[config.mk]
export PLATFORM = sky130hd
export DESIGN_NAME = fsk_tone_divider_select
export DESIGN_NICKNAME = d
export VERILOG_FILES = /design/src/fsk_tone_pkg.sv /design/src/fsk_tone_divider_select.sv
export VERILOG_INCLUDE_DIRS = /design/src /design/src/src
export SDC_FILE = /design/constraint.sdc
export NUM_CORES = 1
export LEC_CHECK = 0
export BUFFER_PORTS_ARGS = -buffer_cell sky130_fd_sc_hd__buf_2
export CORE_MARGIN = 3
export CORE_UTILIZATION = 49
export CTS_CLUSTER_SIZE = 12
export DETAILED_ROUTE_END_ITERATION = 10
export PLACE_DENSITY_LB_ADDON = 0.05
export SLEW_MARGIN = 5
export SYNTH_ARGS = -nofsm -noshare
export SYNTH_HDL_FRONTEND = slang
export SYNTH_SLANG_ARGS = --single-unit
[constraint.sdc]
create_clock -name I_CORE_CLK -period 3.9 [get_ports I_CORE_CLK]
set_input_delay 0.195 -clock I_CORE_CLK [delete_from_list [all_inputs] [get_ports I_CORE_CLK]]
set_output_delay 0.195 -clock I_CORE_CLK [all_outputs]
set_load 0.02 [all_outputs]
[src/fsk_tone_params.svh]
// constants of the tone divider and select block
// Notes on behaviour
// normal polarity, keying present: mark clock feeds divider, space blocked
// normal polarity, keying absent: space clock feeds divider, mark blocked
// reverse polarity: mark routed without keying, space once keying arrives
// selected clock divided by 8 through three toggle stages, always running
// divide-by-8 output drives wide tone and clocks the narrow chain
// narrow chain enabled only in the three narrow modes
// narrow divide-by-10 is gated divide-by-5 then one toggle stage
// divide-by-5 advances on falling edge of divide-by-8 output, gate open
// four counted pulses set gate; fifth clears it and emits one pulse
// final toggle flips per divide-by-5 pulse, giving the narrow tone
// mixer reference path selects 23,800 Hz in diversity, else 26,050 Hz
// mixer reference always presented to the decade counter shaper
// undivided mixer reference bypass passes only in wide mode
// mixer decade counter enabled only in diversity, otherwise held off
// enabled decade counter gives one output per ten input pulses
// decade output goes to transmit mixer and receive injection output
// keying source asserts pulse during loop current, none when open
// synchronous reset clears every divider stage and gating flag
// operating mode select distinguishes the five operating modes
`ifndef FSK_TONE_PARAMS_SVH
`define FSK_TONE_PARAMS_SVH

`define OFF_CTRL     32'h0000_0000
`define OFF_STATUS   32'h0000_0004
`define CTRL_REV_RST 1'b0
`define MODE_LAST    3'h4
`define DIV8_LAST    3'h7
`define DIV5_GATE_AT 2'h3
`define DECADE_MOD   10
`define SYNC_KEY     0
`define SYNC_MARK    1
`define SYNC_SPACE   2
`define SYNC_MIX     3

`endif

[src/fsk_tone_pkg.sv]
// types shared by the tone divider and select block
package fsk_tone_pkg;

  typedef enum logic [2:0] {
    MODE_WIDE,
    MODE_NARROW,
    MODE_NARROW_DIV,
    MODE_NARROW_VOICE,
    MODE_VOICE
  } mode_t;

  typedef struct packed {
    logic [27:0] rsvd;
    mode_t       mode;
    logic        rev;
  } ctrl_t;

  typedef struct packed {
    logic [19:0] rsvd;
    logic [3:0]  dec_cnt;
    logic        dec_out;
    logic [1:0]  cnt5;
    logic        gate;
    logic        narrow_tone;
    logic        wide_tone;
    logic        sel_mark;
    logic        key;
  } status_t;

endpackage : fsk_tone_pkg

[src/fsk_tone_divider_select.sv]
// tone source select, dividers and mixer reference path with AHB-Lite regs
//
// Design decisions made here: the register addresses and the AHB-Lite register port.
`timescale 1ns/1ps
`include "fsk_tone_params.svh"

module fsk_tone_divider_select
  import fsk_tone_pkg::*;
#(
  parameter int ADDR_W     = 12,
  parameter int DECADE_MOD = `DECADE_MOD
) (
  input  wire logic              I_CORE_CLK,
  input  wire logic              I_RST,
  input  wire logic              I_HSEL,
  input  wire logic [ADDR_W-1:0] I_HADDR,
  input  wire logic [1:0]        I_HTRANS,
  input  wire logic              I_HWRITE,
  input  wire logic [2:0]        I_HSIZE,
  input  wire logic [31:0]       I_HWDATA,
  input  wire logic              I_HREADY,
  output logic      [31:0]       O_HRDATA,
  output logic                   O_HREADYOUT,
  output logic                   O_HRESP,
  input  wire logic              I_KEY_PULSE,
  input  wire logic              I_MARK_REF,
  input  wire logic              I_SPACE_REF,
  input  wire logic              I_MIX_REF,
  output logic                   O_SEL_REF,
  output logic                   O_WIDE_TONE,
  output logic                   O_NARROW_TONE,
  output logic                   O_MIX_PATH_DIV,
  output logic                   O_MIX_SHAPER,
  output logic                   O_MIX_BYPASS,
  output logic                   O_MIX_OUT,
  output logic                   O_RX_INJECT
);

  // decode needs address bit 2; the decade count is a 4-bit register
  if (ADDR_W < 3 || ADDR_W > 32) begin : g_bad_addr_w
    $error("ADDR_W out of range");
  end
  if (DECADE_MOD < 2 || DECADE_MOD > 16) begin : g_bad_decade
    $error("DECADE_MOD out of range");
  end

  localparam logic [3:0] DEC_LAST = 4'(DECADE_MOD - 1);
  localparam logic [3:0] DEC_HALF = 4'(DECADE_MOD / 2);

  // register file
  logic              rev_r;
  mode_t             mode_r;
  logic              wr_pend_r;
  logic [ADDR_W-1:0] wr_addr_r;
  logic [31:0]       hrdata_r;

  // synchronisers: s1 is read only by s2
  logic [3:0]        s1_r;
  logic [3:0]        s2_r;
  logic [3:0]        s3_r;

  // dividers
  logic              sel_prev_r;
  logic [2:0]        div8_r;
  logic [1:0]        cnt5_r;
  logic              gate_r;
  logic              tone_r;
  logic [3:0]        dec_cnt_r;
  logic              dec_out_r;
  logic              bypass_r;
  logic              path_div_r;

  wire               bus_go    = I_HSEL && I_HTRANS[1] && I_HREADY;
  wire [ADDR_W-1:0]  rd_addr   = {I_HADDR[ADDR_W-1:2], 2'b00};
  wire               rd_ctrl   = rd_addr == ADDR_W'(`OFF_CTRL);
  wire               rd_stat   = rd_addr == ADDR_W'(`OFF_STATUS);
  wire               wr_ctrl   = wr_pend_r
                                 && wr_addr_r == ADDR_W'(`OFF_CTRL);
  ctrl_t             wr_word;
  ctrl_t             ctrl_word;
  status_t           stat_word;
  wire               mode_ok   = 3'(wr_word.mode) <= `MODE_LAST;
  wire [31:0]        rd_word   = rd_ctrl ? ctrl_word :
                                 rd_stat ? stat_word : 32'h0000_0000;

  // mode decode
  wire               wide      = mode_r == MODE_WIDE;
  wire               diversity = mode_r == MODE_NARROW_DIV;
  wire               narrow_en = mode_r == MODE_NARROW
                                 || mode_r == MODE_NARROW_DIV
                                 || mode_r == MODE_NARROW_VOICE;

  // source select
  wire               key_s     = s2_r[`SYNC_KEY];
  wire               sel_mark  = rev_r ? !key_s : key_s;
  wire               sel_lvl   = sel_mark ? s2_r[`SYNC_MARK]
                                          : s2_r[`SYNC_SPACE];
  wire               sel_rise  = sel_lvl && !sel_prev_r;
  wire               d8_fall   = sel_rise && div8_r == `DIV8_LAST;
  wire               d5_pulse  = narrow_en && d8_fall && gate_r;
  wire               mix_rise  = s2_r[`SYNC_MIX] && !s3_r[`SYNC_MIX];
  wire               dec_hi    = dec_cnt_r >= DEC_HALF;

  assign wr_word   = ctrl_t'(I_HWDATA);
  assign ctrl_word = ctrl_t'({28'h000_0000, mode_r, rev_r});
  assign stat_word = status_t'({20'h0_0000, dec_cnt_r, dec_out_r,
                                cnt5_r, gate_r, tone_r, div8_r[2],
                                sel_mark, key_s});

  assign O_HRDATA       = hrdata_r;
  assign O_HREADYOUT    = 1'b1;
  assign O_HRESP        = 1'b0;
  assign O_SEL_REF      = sel_prev_r;
  assign O_WIDE_TONE    = div8_r[2];
  assign O_NARROW_TONE  = tone_r;
  assign O_MIX_PATH_DIV = path_div_r;
  assign O_MIX_SHAPER   = s3_r[`SYNC_MIX];
  assign O_MIX_BYPASS   = bypass_r;
  assign O_MIX_OUT      = dec_out_r;
  assign O_RX_INJECT    = dec_out_r;

  // bus slave, zero wait: read data captured in the address phase
  always_ff @(posedge I_CORE_CLK) begin
    if (I_RST) begin
      wr_pend_r <= 1'b0;
      wr_addr_r <= '0;
      hrdata_r  <= 32'h0000_0000;
    end else begin
      wr_pend_r <= bus_go && I_HWRITE;
      wr_addr_r <= rd_addr;
      if (bus_go && !I_HWRITE) begin
        hrdata_r <= rd_word;
      end
    end
  end

  // illegal mode codes are refused so the selector never leaves the set
  always_ff @(posedge I_CORE_CLK) begin
    if (I_RST) begin
      rev_r  <= `CTRL_REV_RST;
      mode_r <= MODE_WIDE;
    end else if (wr_ctrl) begin
      rev_r <= wr_word.rev;
      if (mode_ok) begin
        mode_r <= wr_word.mode;
      end
    end
  end

  always_ff @(posedge I_CORE_CLK) begin
    if (I_RST) begin
      s1_r <= 4'h0;
      s2_r <= 4'h0;
      s3_r <= 4'h0;
    end else begin
      s1_r <= {I_MIX_REF, I_SPACE_REF, I_MARK_REF, I_KEY_PULSE};
      s2_r <= s1_r;
      s3_r <= s2_r;
    end
  end

  // three toggle stages rippling equal a binary count
  always_ff @(posedge I_CORE_CLK) begin
    if (I_RST) begin
      sel_prev_r <= 1'b0;
      div8_r     <= 3'h0;
    end else begin
      sel_prev_r <= sel_lvl;
      if (sel_rise) begin
        div8_r <= div8_r + 3'h1;
      end
    end
  end

  // gated divide-by-5; supply removal clears the stages
  always_ff @(posedge I_CORE_CLK) begin
    if (I_RST || !narrow_en) begin
      cnt5_r <= 2'h0;
      gate_r <= 1'b0;
    end else if (d8_fall) begin
      if (gate_r) begin
        gate_r <= 1'b0;
      end else if (cnt5_r == `DIV5_GATE_AT) begin
        cnt5_r <= 2'h0;
        gate_r <= 1'b1;
      end else begin
        cnt5_r <= cnt5_r + 2'h1;
      end
    end
  end

  always_ff @(posedge I_CORE_CLK) begin
    if (I_RST || !narrow_en) begin
      tone_r <= 1'b0;
    end else if (d5_pulse) begin
      tone_r <= !tone_r;
    end
  end

  // decade counter: high for the upper half of the count
  always_ff @(posedge I_CORE_CLK) begin
    if (I_RST || !diversity) begin
      dec_cnt_r <= 4'h0;
    end else if (mix_rise) begin
      dec_cnt_r <= (dec_cnt_r == DEC_LAST) ? 4'h0
                                           : dec_cnt_r + 4'h1;
    end
  end

  always_ff @(posedge I_CORE_CLK) begin
    if (I_RST) begin
      dec_out_r  <= 1'b0;
      bypass_r   <= 1'b0;
      path_div_r <= 1'b0;
    end else begin
      dec_out_r  <= diversity && dec_hi;
      bypass_r   <= wide && s2_r[`SYNC_MIX];
      path_div_r <= diversity;
    end
  end
endmodule : fsk_tone_divider_select

==> results of run 1 <==
[layout make-up]
cell class                 instances  area, um2
fill                             348       1570
sequential                        51       1020
multi-input combinational        141        907
timing repair buffer              43        215
clock buffer                       6       72.6
tap                               48       60.1
inverter                           2       7.51
[worst min-delay path by stage]
stage / endpoint / start / slack [ps]
final: s1_r[1] / I_MARK_REF / 110
after CTS: s1_r[2] / I_SPACE_REF / 100
after detailed placement: s1_r[2] / I_SPACE_REF / 410
after global routing: s1_r[0] / I_KEY_PULSE / 110
after global placement: s1_r[0] / I_KEY_PULSE / 400
after floorplan: s1_r[0] / I_KEY_PULSE / 320
[sequential cells by signal (all words and copies together) (netlist names), 2 cells and up]
signal,flops
O_HRDATA,12
cnt5_r,2
dec_cnt_r,4
div8_r,3
mode_r,3
s1_r,4
s2_r,4
wr_addr_r,10
[cells by family (layout without fill, tap and decap cells)]
family / after synthesis / count (layout) / synth area share, %
simple gates: 71 / 71 / 19.7
compound gates: 29 / 29 / 10.3
fa+ha+maj: 3 / 3 / 1.82
mux: 12 / 12 / 6.13
other cells: 2 / 22 / 0.364
buf+inv: 32 / 51 / 10.1
xor+xnor: 4 / 4 / 2.06
flops: 51 / 51 / 49.5
[placed cells by master (no fill, tap or decap)]
| cell | synthesis | final |
|---|---|---|
| nor4b_1 | 1 | 1 |
| xnor2_1 | 2 | 2 |
| a22o_1 | 3 | 3 |
| nand3b_1 | 2 | 2 |
| nor2b_1 | 24 | 24 |
| xnor2_2 | 1 | 1 |
| nor4bb_1 | 2 | 2 |
| mux2_2 | 2 | 2 |
| inv_1 | 2 | 2 |
| ha_1 | 3 | 3 |
| a21boi_0 | 1 | 1 |
| or2b_2 | 1 | 1 |
| nor3b_1 | 2 | 2 |
| xor2_1 | 1 | 1 |
| nand2b_1 | 2 | 2 |
| mux2i_2 | 1 | 1 |
| or2_1 | 1 | 1 |
| or3_1 | 1 | 1 |
| and3_1 | 2 | 2 |
| clkbuf_1 | 6 | 1 |
| a21oi_1 | 8 | 8 |
| clkbuf_8 | 0 | 5 |
| conb_1 | 2 | 22 |
| a32o_1 | 8 | 8 |
| and4b_1 | 1 | 1 |
| a211oi_1 | 2 | 2 |
| o21ai_0 | 4 | 4 |
| mux2i_1 | 9 | 9 |
| nor4_1 | 2 | 2 |
| dfxtp_1 | 51 | 51 |
| o21a_1 | 3 | 3 |
| nor2_1 | 18 | 18 |
| buf_2 | 1 | 43 |
| nand3_1 | 3 | 3 |
| nor3_1 | 6 | 6 |
| nand2_1 | 2 | 2 |
| nand4b_1 | 1 | 1 |
[power by group through the flow]
stage,sequential (mW),combinational (mW),clock (mW)
floorplan,0.548,0.0617,0
global placement,0.548,0.0631,0
detailed placement,0.548,0.0645,0
CTS,0.536,0.0648,0.273
global route,0.537,0.0716,0.295
finish,0.536,0.0650,0.262
[through the flow]
step / total power, mW / setup slack [ps]
after floorplan: 0.610 / 2480
after global placement: 0.611 / 1900
after detailed placement: 0.613 / 1830
after CTS: 0.874 / 2140
after global routing: 0.903 / 1890
final: 0.863 / 2120
[layer usage]
| layer | global-route usage (%) | vias up | share of wire [%] |
|---|---|---|---|
| li1 | - | 741 | - |
| met1 | 17.4 | 680 | 44 |
| met2 | 25.1 | 68 | 47 |
| met3 | 4.12 | 2 | 9.3 |
| met4 | 5.64 | 0 | 0.50 |
| met5 | 0 | - | 0 |
[worst reg2reg max path, stage by stage, from the launching register on]
cell and delay, ps:
dfxtp_1 350, xnor2_2 330, mux2i_2 470, nand4b_1 210
mux2i_1 220
==> impl_metrics.tcl, run 1 <==
set metrics [dict create \
    cts_sinks 51 \
    clockBufferDepth 2 \
    grt.total_usage_pct 14.7 \
    cp_slowest_stage_delay_ps 980 \
    port-buffer-count 43 \
    crit_family "simple AND/OR/NAND/NOR gates" \
    dpl_cell_area_um2 2210 \
    critical_path_class "input pin to register" \
    cts_root_buf "clkbuf_8" \
    hold_depth 2 \
    drive_gt1_share_pct 21.8 \
    worst_path_max_delay_cell "nor3_1" \
    wirelength_mm 3.63 \
    rsz0062_at_grt "false" \
    num_vias 1491 \
    grt_pass1_wl_mm 5.95 \
    gr-total-overflow 0 \
    drc 0 \
    core_area_um2 3850 \
    ir_drop_mv 0.238 \
    fin_tns_setup_ps 0 \
    swShare_pct 22.0 \
    fp.dieH_um 70.9 \
    path_cells "buf_2, nor4_1, nand3_1, nor3_1, a32o_1" \
    fmax_mhz 562 \
    drv_slew 0 \
    run_status "completed" \
    critPathCaptureType "register" \
    r2r-end "O_NARROW_TONE" \
    grt_pass1_vias 1346 \
    pin_count 100 \
    die_area_um2 5020 \
    period_minus_slack_ps 1780 \
    slew_headroom_pct 14.7 \
    synth_edf_count 0 \
    post-route-cell-area_um2 2280 \
    avgRoutedWirePerCell_um 12.5 \
    synthTopCellsByArea "dfxtp_1 (50%), buf_4 (8.4%), nor2b_1 (7.3%)" \
    synthArstFlopShare_pct 0 \
    pwr-share-seq_pct 62.1 \
    synth.distinct_cells 37 \
    arrival_ps 2010 \
    grt_max_degree 34 \
    num_rows 22 \
    hold_viol_final 0 \
    fp.dieW_um 70.9 \
    period_share_pct 45.6 \
    antenna_found_initial 0 \
    fin_cells 291 \
    synth.cells.most_frequent "dfxtp_1 (51), nor2b_1 (24), buf_4 (23), nor2_1 (18), mux2i_1 (9)" \
    clock_latency_ps 290 \
    cts_buffers 5 \
    syn_inst 204 \
    syn_area_um2 2060 \
    synth.most_common_cell "dfxtp_1" \
    yosysWarnings 0 \
    cap_violations 0 \
    path_buf_inv 1 \
    synth.yosys.seq_area_share_pct 49.5 \
    ant_nets 0 \
    crit_start "I_HADDR[6]" \
    clk_pin_slew_worst_paths_ps 80 \
    power.leakage_nw 1.02 \
    crit_end "O_HRDATA[10]" \
    ys_ff_latch 51 \
    clock_power_share_pct 30.4 \
    synth_ff_type "dfxtp_1" \
    drt_first_iter_violations 85 \
    holdBufCountCts 0 \
    utilization_pct 59.3 \
    antenna_cells 0 \
    fin_nets 305 \
    worstMarginPinSlew_ps 1270 \
    r2r_start "rev_r" \
    first_pass_iters 4 \
    hold_class "input pin to register" \
    start_kind "input pin" \
    area_growth_pct 10.8 \
    cts.htree.levels 2 \
    r2r_setup_slack_ps 2230 \
    power_frac_comb_pct 7.5 \
    skew_ps 4.57 \
    dpl.cell_count 285 \
    p_sw_mw 0.190 \
    postCtsResizedCells 0 \
    dpl.hpwl_mm 2.70 \
    worst_r2r_path_depth 4 \
    crit_required_ps 4130 \
    globalplace.congestion 0.804 \
    p_int_mw 0.673 \
    synth_top_area_share_pct 49.5 \
    setup_viol 0 \
    cts_setup_buffers 0 \
    finalHoldWorstSlack_ps 114 \
    power_density_nw_per_um2 378 \
    routed_via_density 5.12 \
    critPathMaxFanout 11 \
    avgSynthCellArea_um2 10.1 \
    cp.depth 5 \
    cts_tree "built" \
    initial_utilization_pct 53.5 \
    yosys.area.top_type "dfxtp_1" \
]
No activity file was read; power rests on OpenSTA's default activity.
==> run 2: changes to the inputs <==
--- a/config.mk
+++ b/config.mk
@@ -8,7 +8,7 @@
 export LEC_CHECK = 0
 export BUFFER_PORTS_ARGS = -buffer_cell sky130_fd_sc_hd__buf_2
 export CORE_MARGIN = 3
-export CORE_UTILIZATION = 49
+export CORE_UTILIZATION = 41
 export CTS_CLUSTER_SIZE = 12
 export DETAILED_ROUTE_END_ITERATION = 10
 export PLACE_DENSITY_LB_ADDON = 0.05
==> constraint.sdc (replaced) <==
create_clock -name I_CORE_CLK -period 1.5 [get_ports I_CORE_CLK]
set_input_delay 0.075 -clock I_CORE_CLK [delete_from_list [all_inputs] [get_ports I_CORE_CLK]]
set_output_delay 0.075 -clock I_CORE_CLK [all_outputs]
set_load 0.02 [all_outputs]
==> run 2 against run 1 <==
  * Sequential share of layout area fell by 5.0 points
  * Clock power grew to 2.8 times the previous value
  * Critical path type unchanged
  * Sequential power grew to 2.6 times the previous value
  * Largest cell class unchanged
  * Flip-flop and latch count is the same
  * Critical path depth rose by 2
  * Largest power group unchanged
==> impl_metrics.tcl, run 2 (same netlist as run 1, synthesis figures left out) <==
set metrics [dict create \
    cts_sinks 51 \
    grt_max_degree 24 \
    grt_pass1_wl_mm 6.44 \
    crit_family "buffers and inverters" \
    layout_commonest_cell "dfxtp_1" \
    clk_pin_slew_worst_paths_ps 80 \
    fin_nets 327 \
    drt_first_iter_violations 41 \
    run_status "completed" \
    pin_count 100 \
    clock_power_share_pct 31.6 \
    arrival_ps 1690 \
    post-route-cell-area_um2 2580 \
    cts_buffers 5 \
    pwr-share-seq_pct 59.6 \
    cts_root_buf "clkbuf_8" \
    p_sw_mw 0.545 \
    num_rows 25 \
    p_int_mw 1.80 \
    swShare_pct 23.3 \
    period_minus_slack_ps 1450 \
    setup_viol 0 \
    clockBufferDepth 2 \
    area_growth_pct 25.2 \
    dpl.hpwl_mm 2.77 \
    ant_nets 0 \
    power.leakage_nw 1.12 \
    hold_class "input pin to register" \
    initial_utilization_pct 43.1 \
    power_density_nw_per_um2 908 \
    largest_register_ffs 12 \
    period_share_pct 96.7 \
    core_area_um2 4790 \
    start_kind "input pin" \
    crit_required_ps 1740 \
    cts_tree "built" \
    critPathMaxFanout 5 \
    cts.htree.levels 2 \
    nFillCells 463 \
    num_vias 1527 \
    avgRoutedWirePerCell_um 11.5 \
    pre_cts_ws_ps 33.5 \
    drive_gt1_share_pct 28.8 \
    die_area_um2 5910 \
    cp_slowest_stage_delay_ps 530 \
    worst_slack_ps 49.5 \
    first_pass_iters 6 \
    drc 0 \
    critical_path_class "input pin to register" \
    slew_headroom_pct 48.9 \
    worst_path_max_delay_cell "dlygate4sd3_1" \
    worst_r2r_path_depth 7 \
    power_frac_comb_pct 8.8 \
    path_buf_inv 3 \
    wirelength_mm 3.86 \
    antenna_found_initial 0 \
    r2r-end "cnt5_r[1]" \
    rsz0062_at_grt "true" \
    mostFrequentLayoutCells "dfxtp_1 (48), buf_2 (44), nor2b_1 (24)" \
    fmax_mhz 689 \
    drv_slew 0 \
    min_from "I_HWDATA[0]" \
    port-buffer-count 43 \
    gr-total-overflow 0 \
    hold_depth 3 \
    r2r_setup_slack_ps 80 \
    hold_viol_final 0 \
    cts_setup_buffers 0 \
    cap_violations 0 \
    antenna_cells 0 \
    grt.total_usage_pct 13.5 \
    skew_ps 4.42 \
    min_to "rev_r" \
    clock_latency_ps 290 \
    ir_drop_mv 0.453 \
    fp.dieW_um 76.9 \
    grt_pass1_vias 1461 \
    dpl_cell_area_um2 2320 \
    routed_via_density 4.57 \
    path_cells "dlygate4sd3_1, buf_2, nor3_2, nand3_1, nor3_2, buf_2, a32o_1" \
    worstMarginPinSlew_ps 765 \
    r2r_start "div8_r[1]" \
    critPathCaptureType "register" \
    fp.dieH_um 76.9 \
    globalplace.congestion 0.708 \
]
run 2: changes by cell type in the layout (fill, tap and decap cells not counted), sizes merged:
cell | previous run | this run
dlygate4sd3 | 0 | 10
clkinv | 0 | 1
buf | 43 | 55
clkbuf | 6 | 7
run 2: worst min-delay path, stage by stage:
cell     delay (ps)
buf_2            80
mux2i_1          60
nor2_1           70
run 2: worst max path at each step:
stage                           start          end  slack [ps]  depth (start not counted)
final                     I_HADDR[11]  O_HRDATA[9]          50                          7
after global routing        O_SEL_REF    div8_r[2]         -20                          5
after CTS                  I_HADDR[8]  O_HRDATA[4]          30                          7
after detailed placement    div8_r[0]    cnt5_r[0]          30                          7
after global placement      div8_r[0]    cnt5_r[1]          -5                          7
after floorplan             div8_r[0]    cnt5_r[0]          80                          6
run 2: layout make-up:
class / count / area [um2] / area share (%)
timing repair buffer: 65 / 403 / 15.6
inverter: 2 / 7.51 / 0.291
tap: 67 / 83.8 / 3.25
multi-input combinational: 141 / 980 / 38.0
sequential: 51 / 1020 / 39.7
clock buffer: 7 / 76.3 / 2.96
clock inverter: 1 / 5.00 / 0.194
run 2: metal layers:
metal / up-vias / track usage, % / wire length [um]
met5: - / 0 / 0
met4: 0 / 4.35 / 37
met3: 4 / 4.58 / 282
met2: 58 / 22.0 / 1750
met1: 683 / 16.7 / 1780
li1: 782 / - / -
run 2: power groups by stage:
| stage | Clock, mW | Combinational [mW] | Sequential [mW] |
|---|---|---|---|
| 2_1_floorplan | 0 | 0.160 | 1.43 |
| 3_3_place_gp | 0 | 0.180 | 1.42 |
| 3_5_place_dp | 0 | 0.180 | 1.43 |
| 4_1_cts | 0.771 | 0.200 | 1.39 |
| 5_1_grt | 0.835 | 0.227 | 1.40 |
| 6_report | 0.741 | 0.206 | 1.40 |
run 2: metrics by stage:
step	cells	hold WS [ps]	TNS (ps)	util (%)	power [mW]
floorplan	224	203	0	-	1.59
global placement	315	287	-7.68	48.4	1.60
detailed placement	315	287	0	48.4	1.61
CTS	333	12.2	0	52.2	2.36
global route	334	29.1	-17.0	53.9	2.46
finish	334	21.4	0	53.9	2.34
run 2: repair_timing:
item                                    in CTS  in global routing
hold buffers                                10                  0
resized for setup                            0                 16
endpoints found under the hold margin       10                  0
endpoints found under the setup margin       0                 16
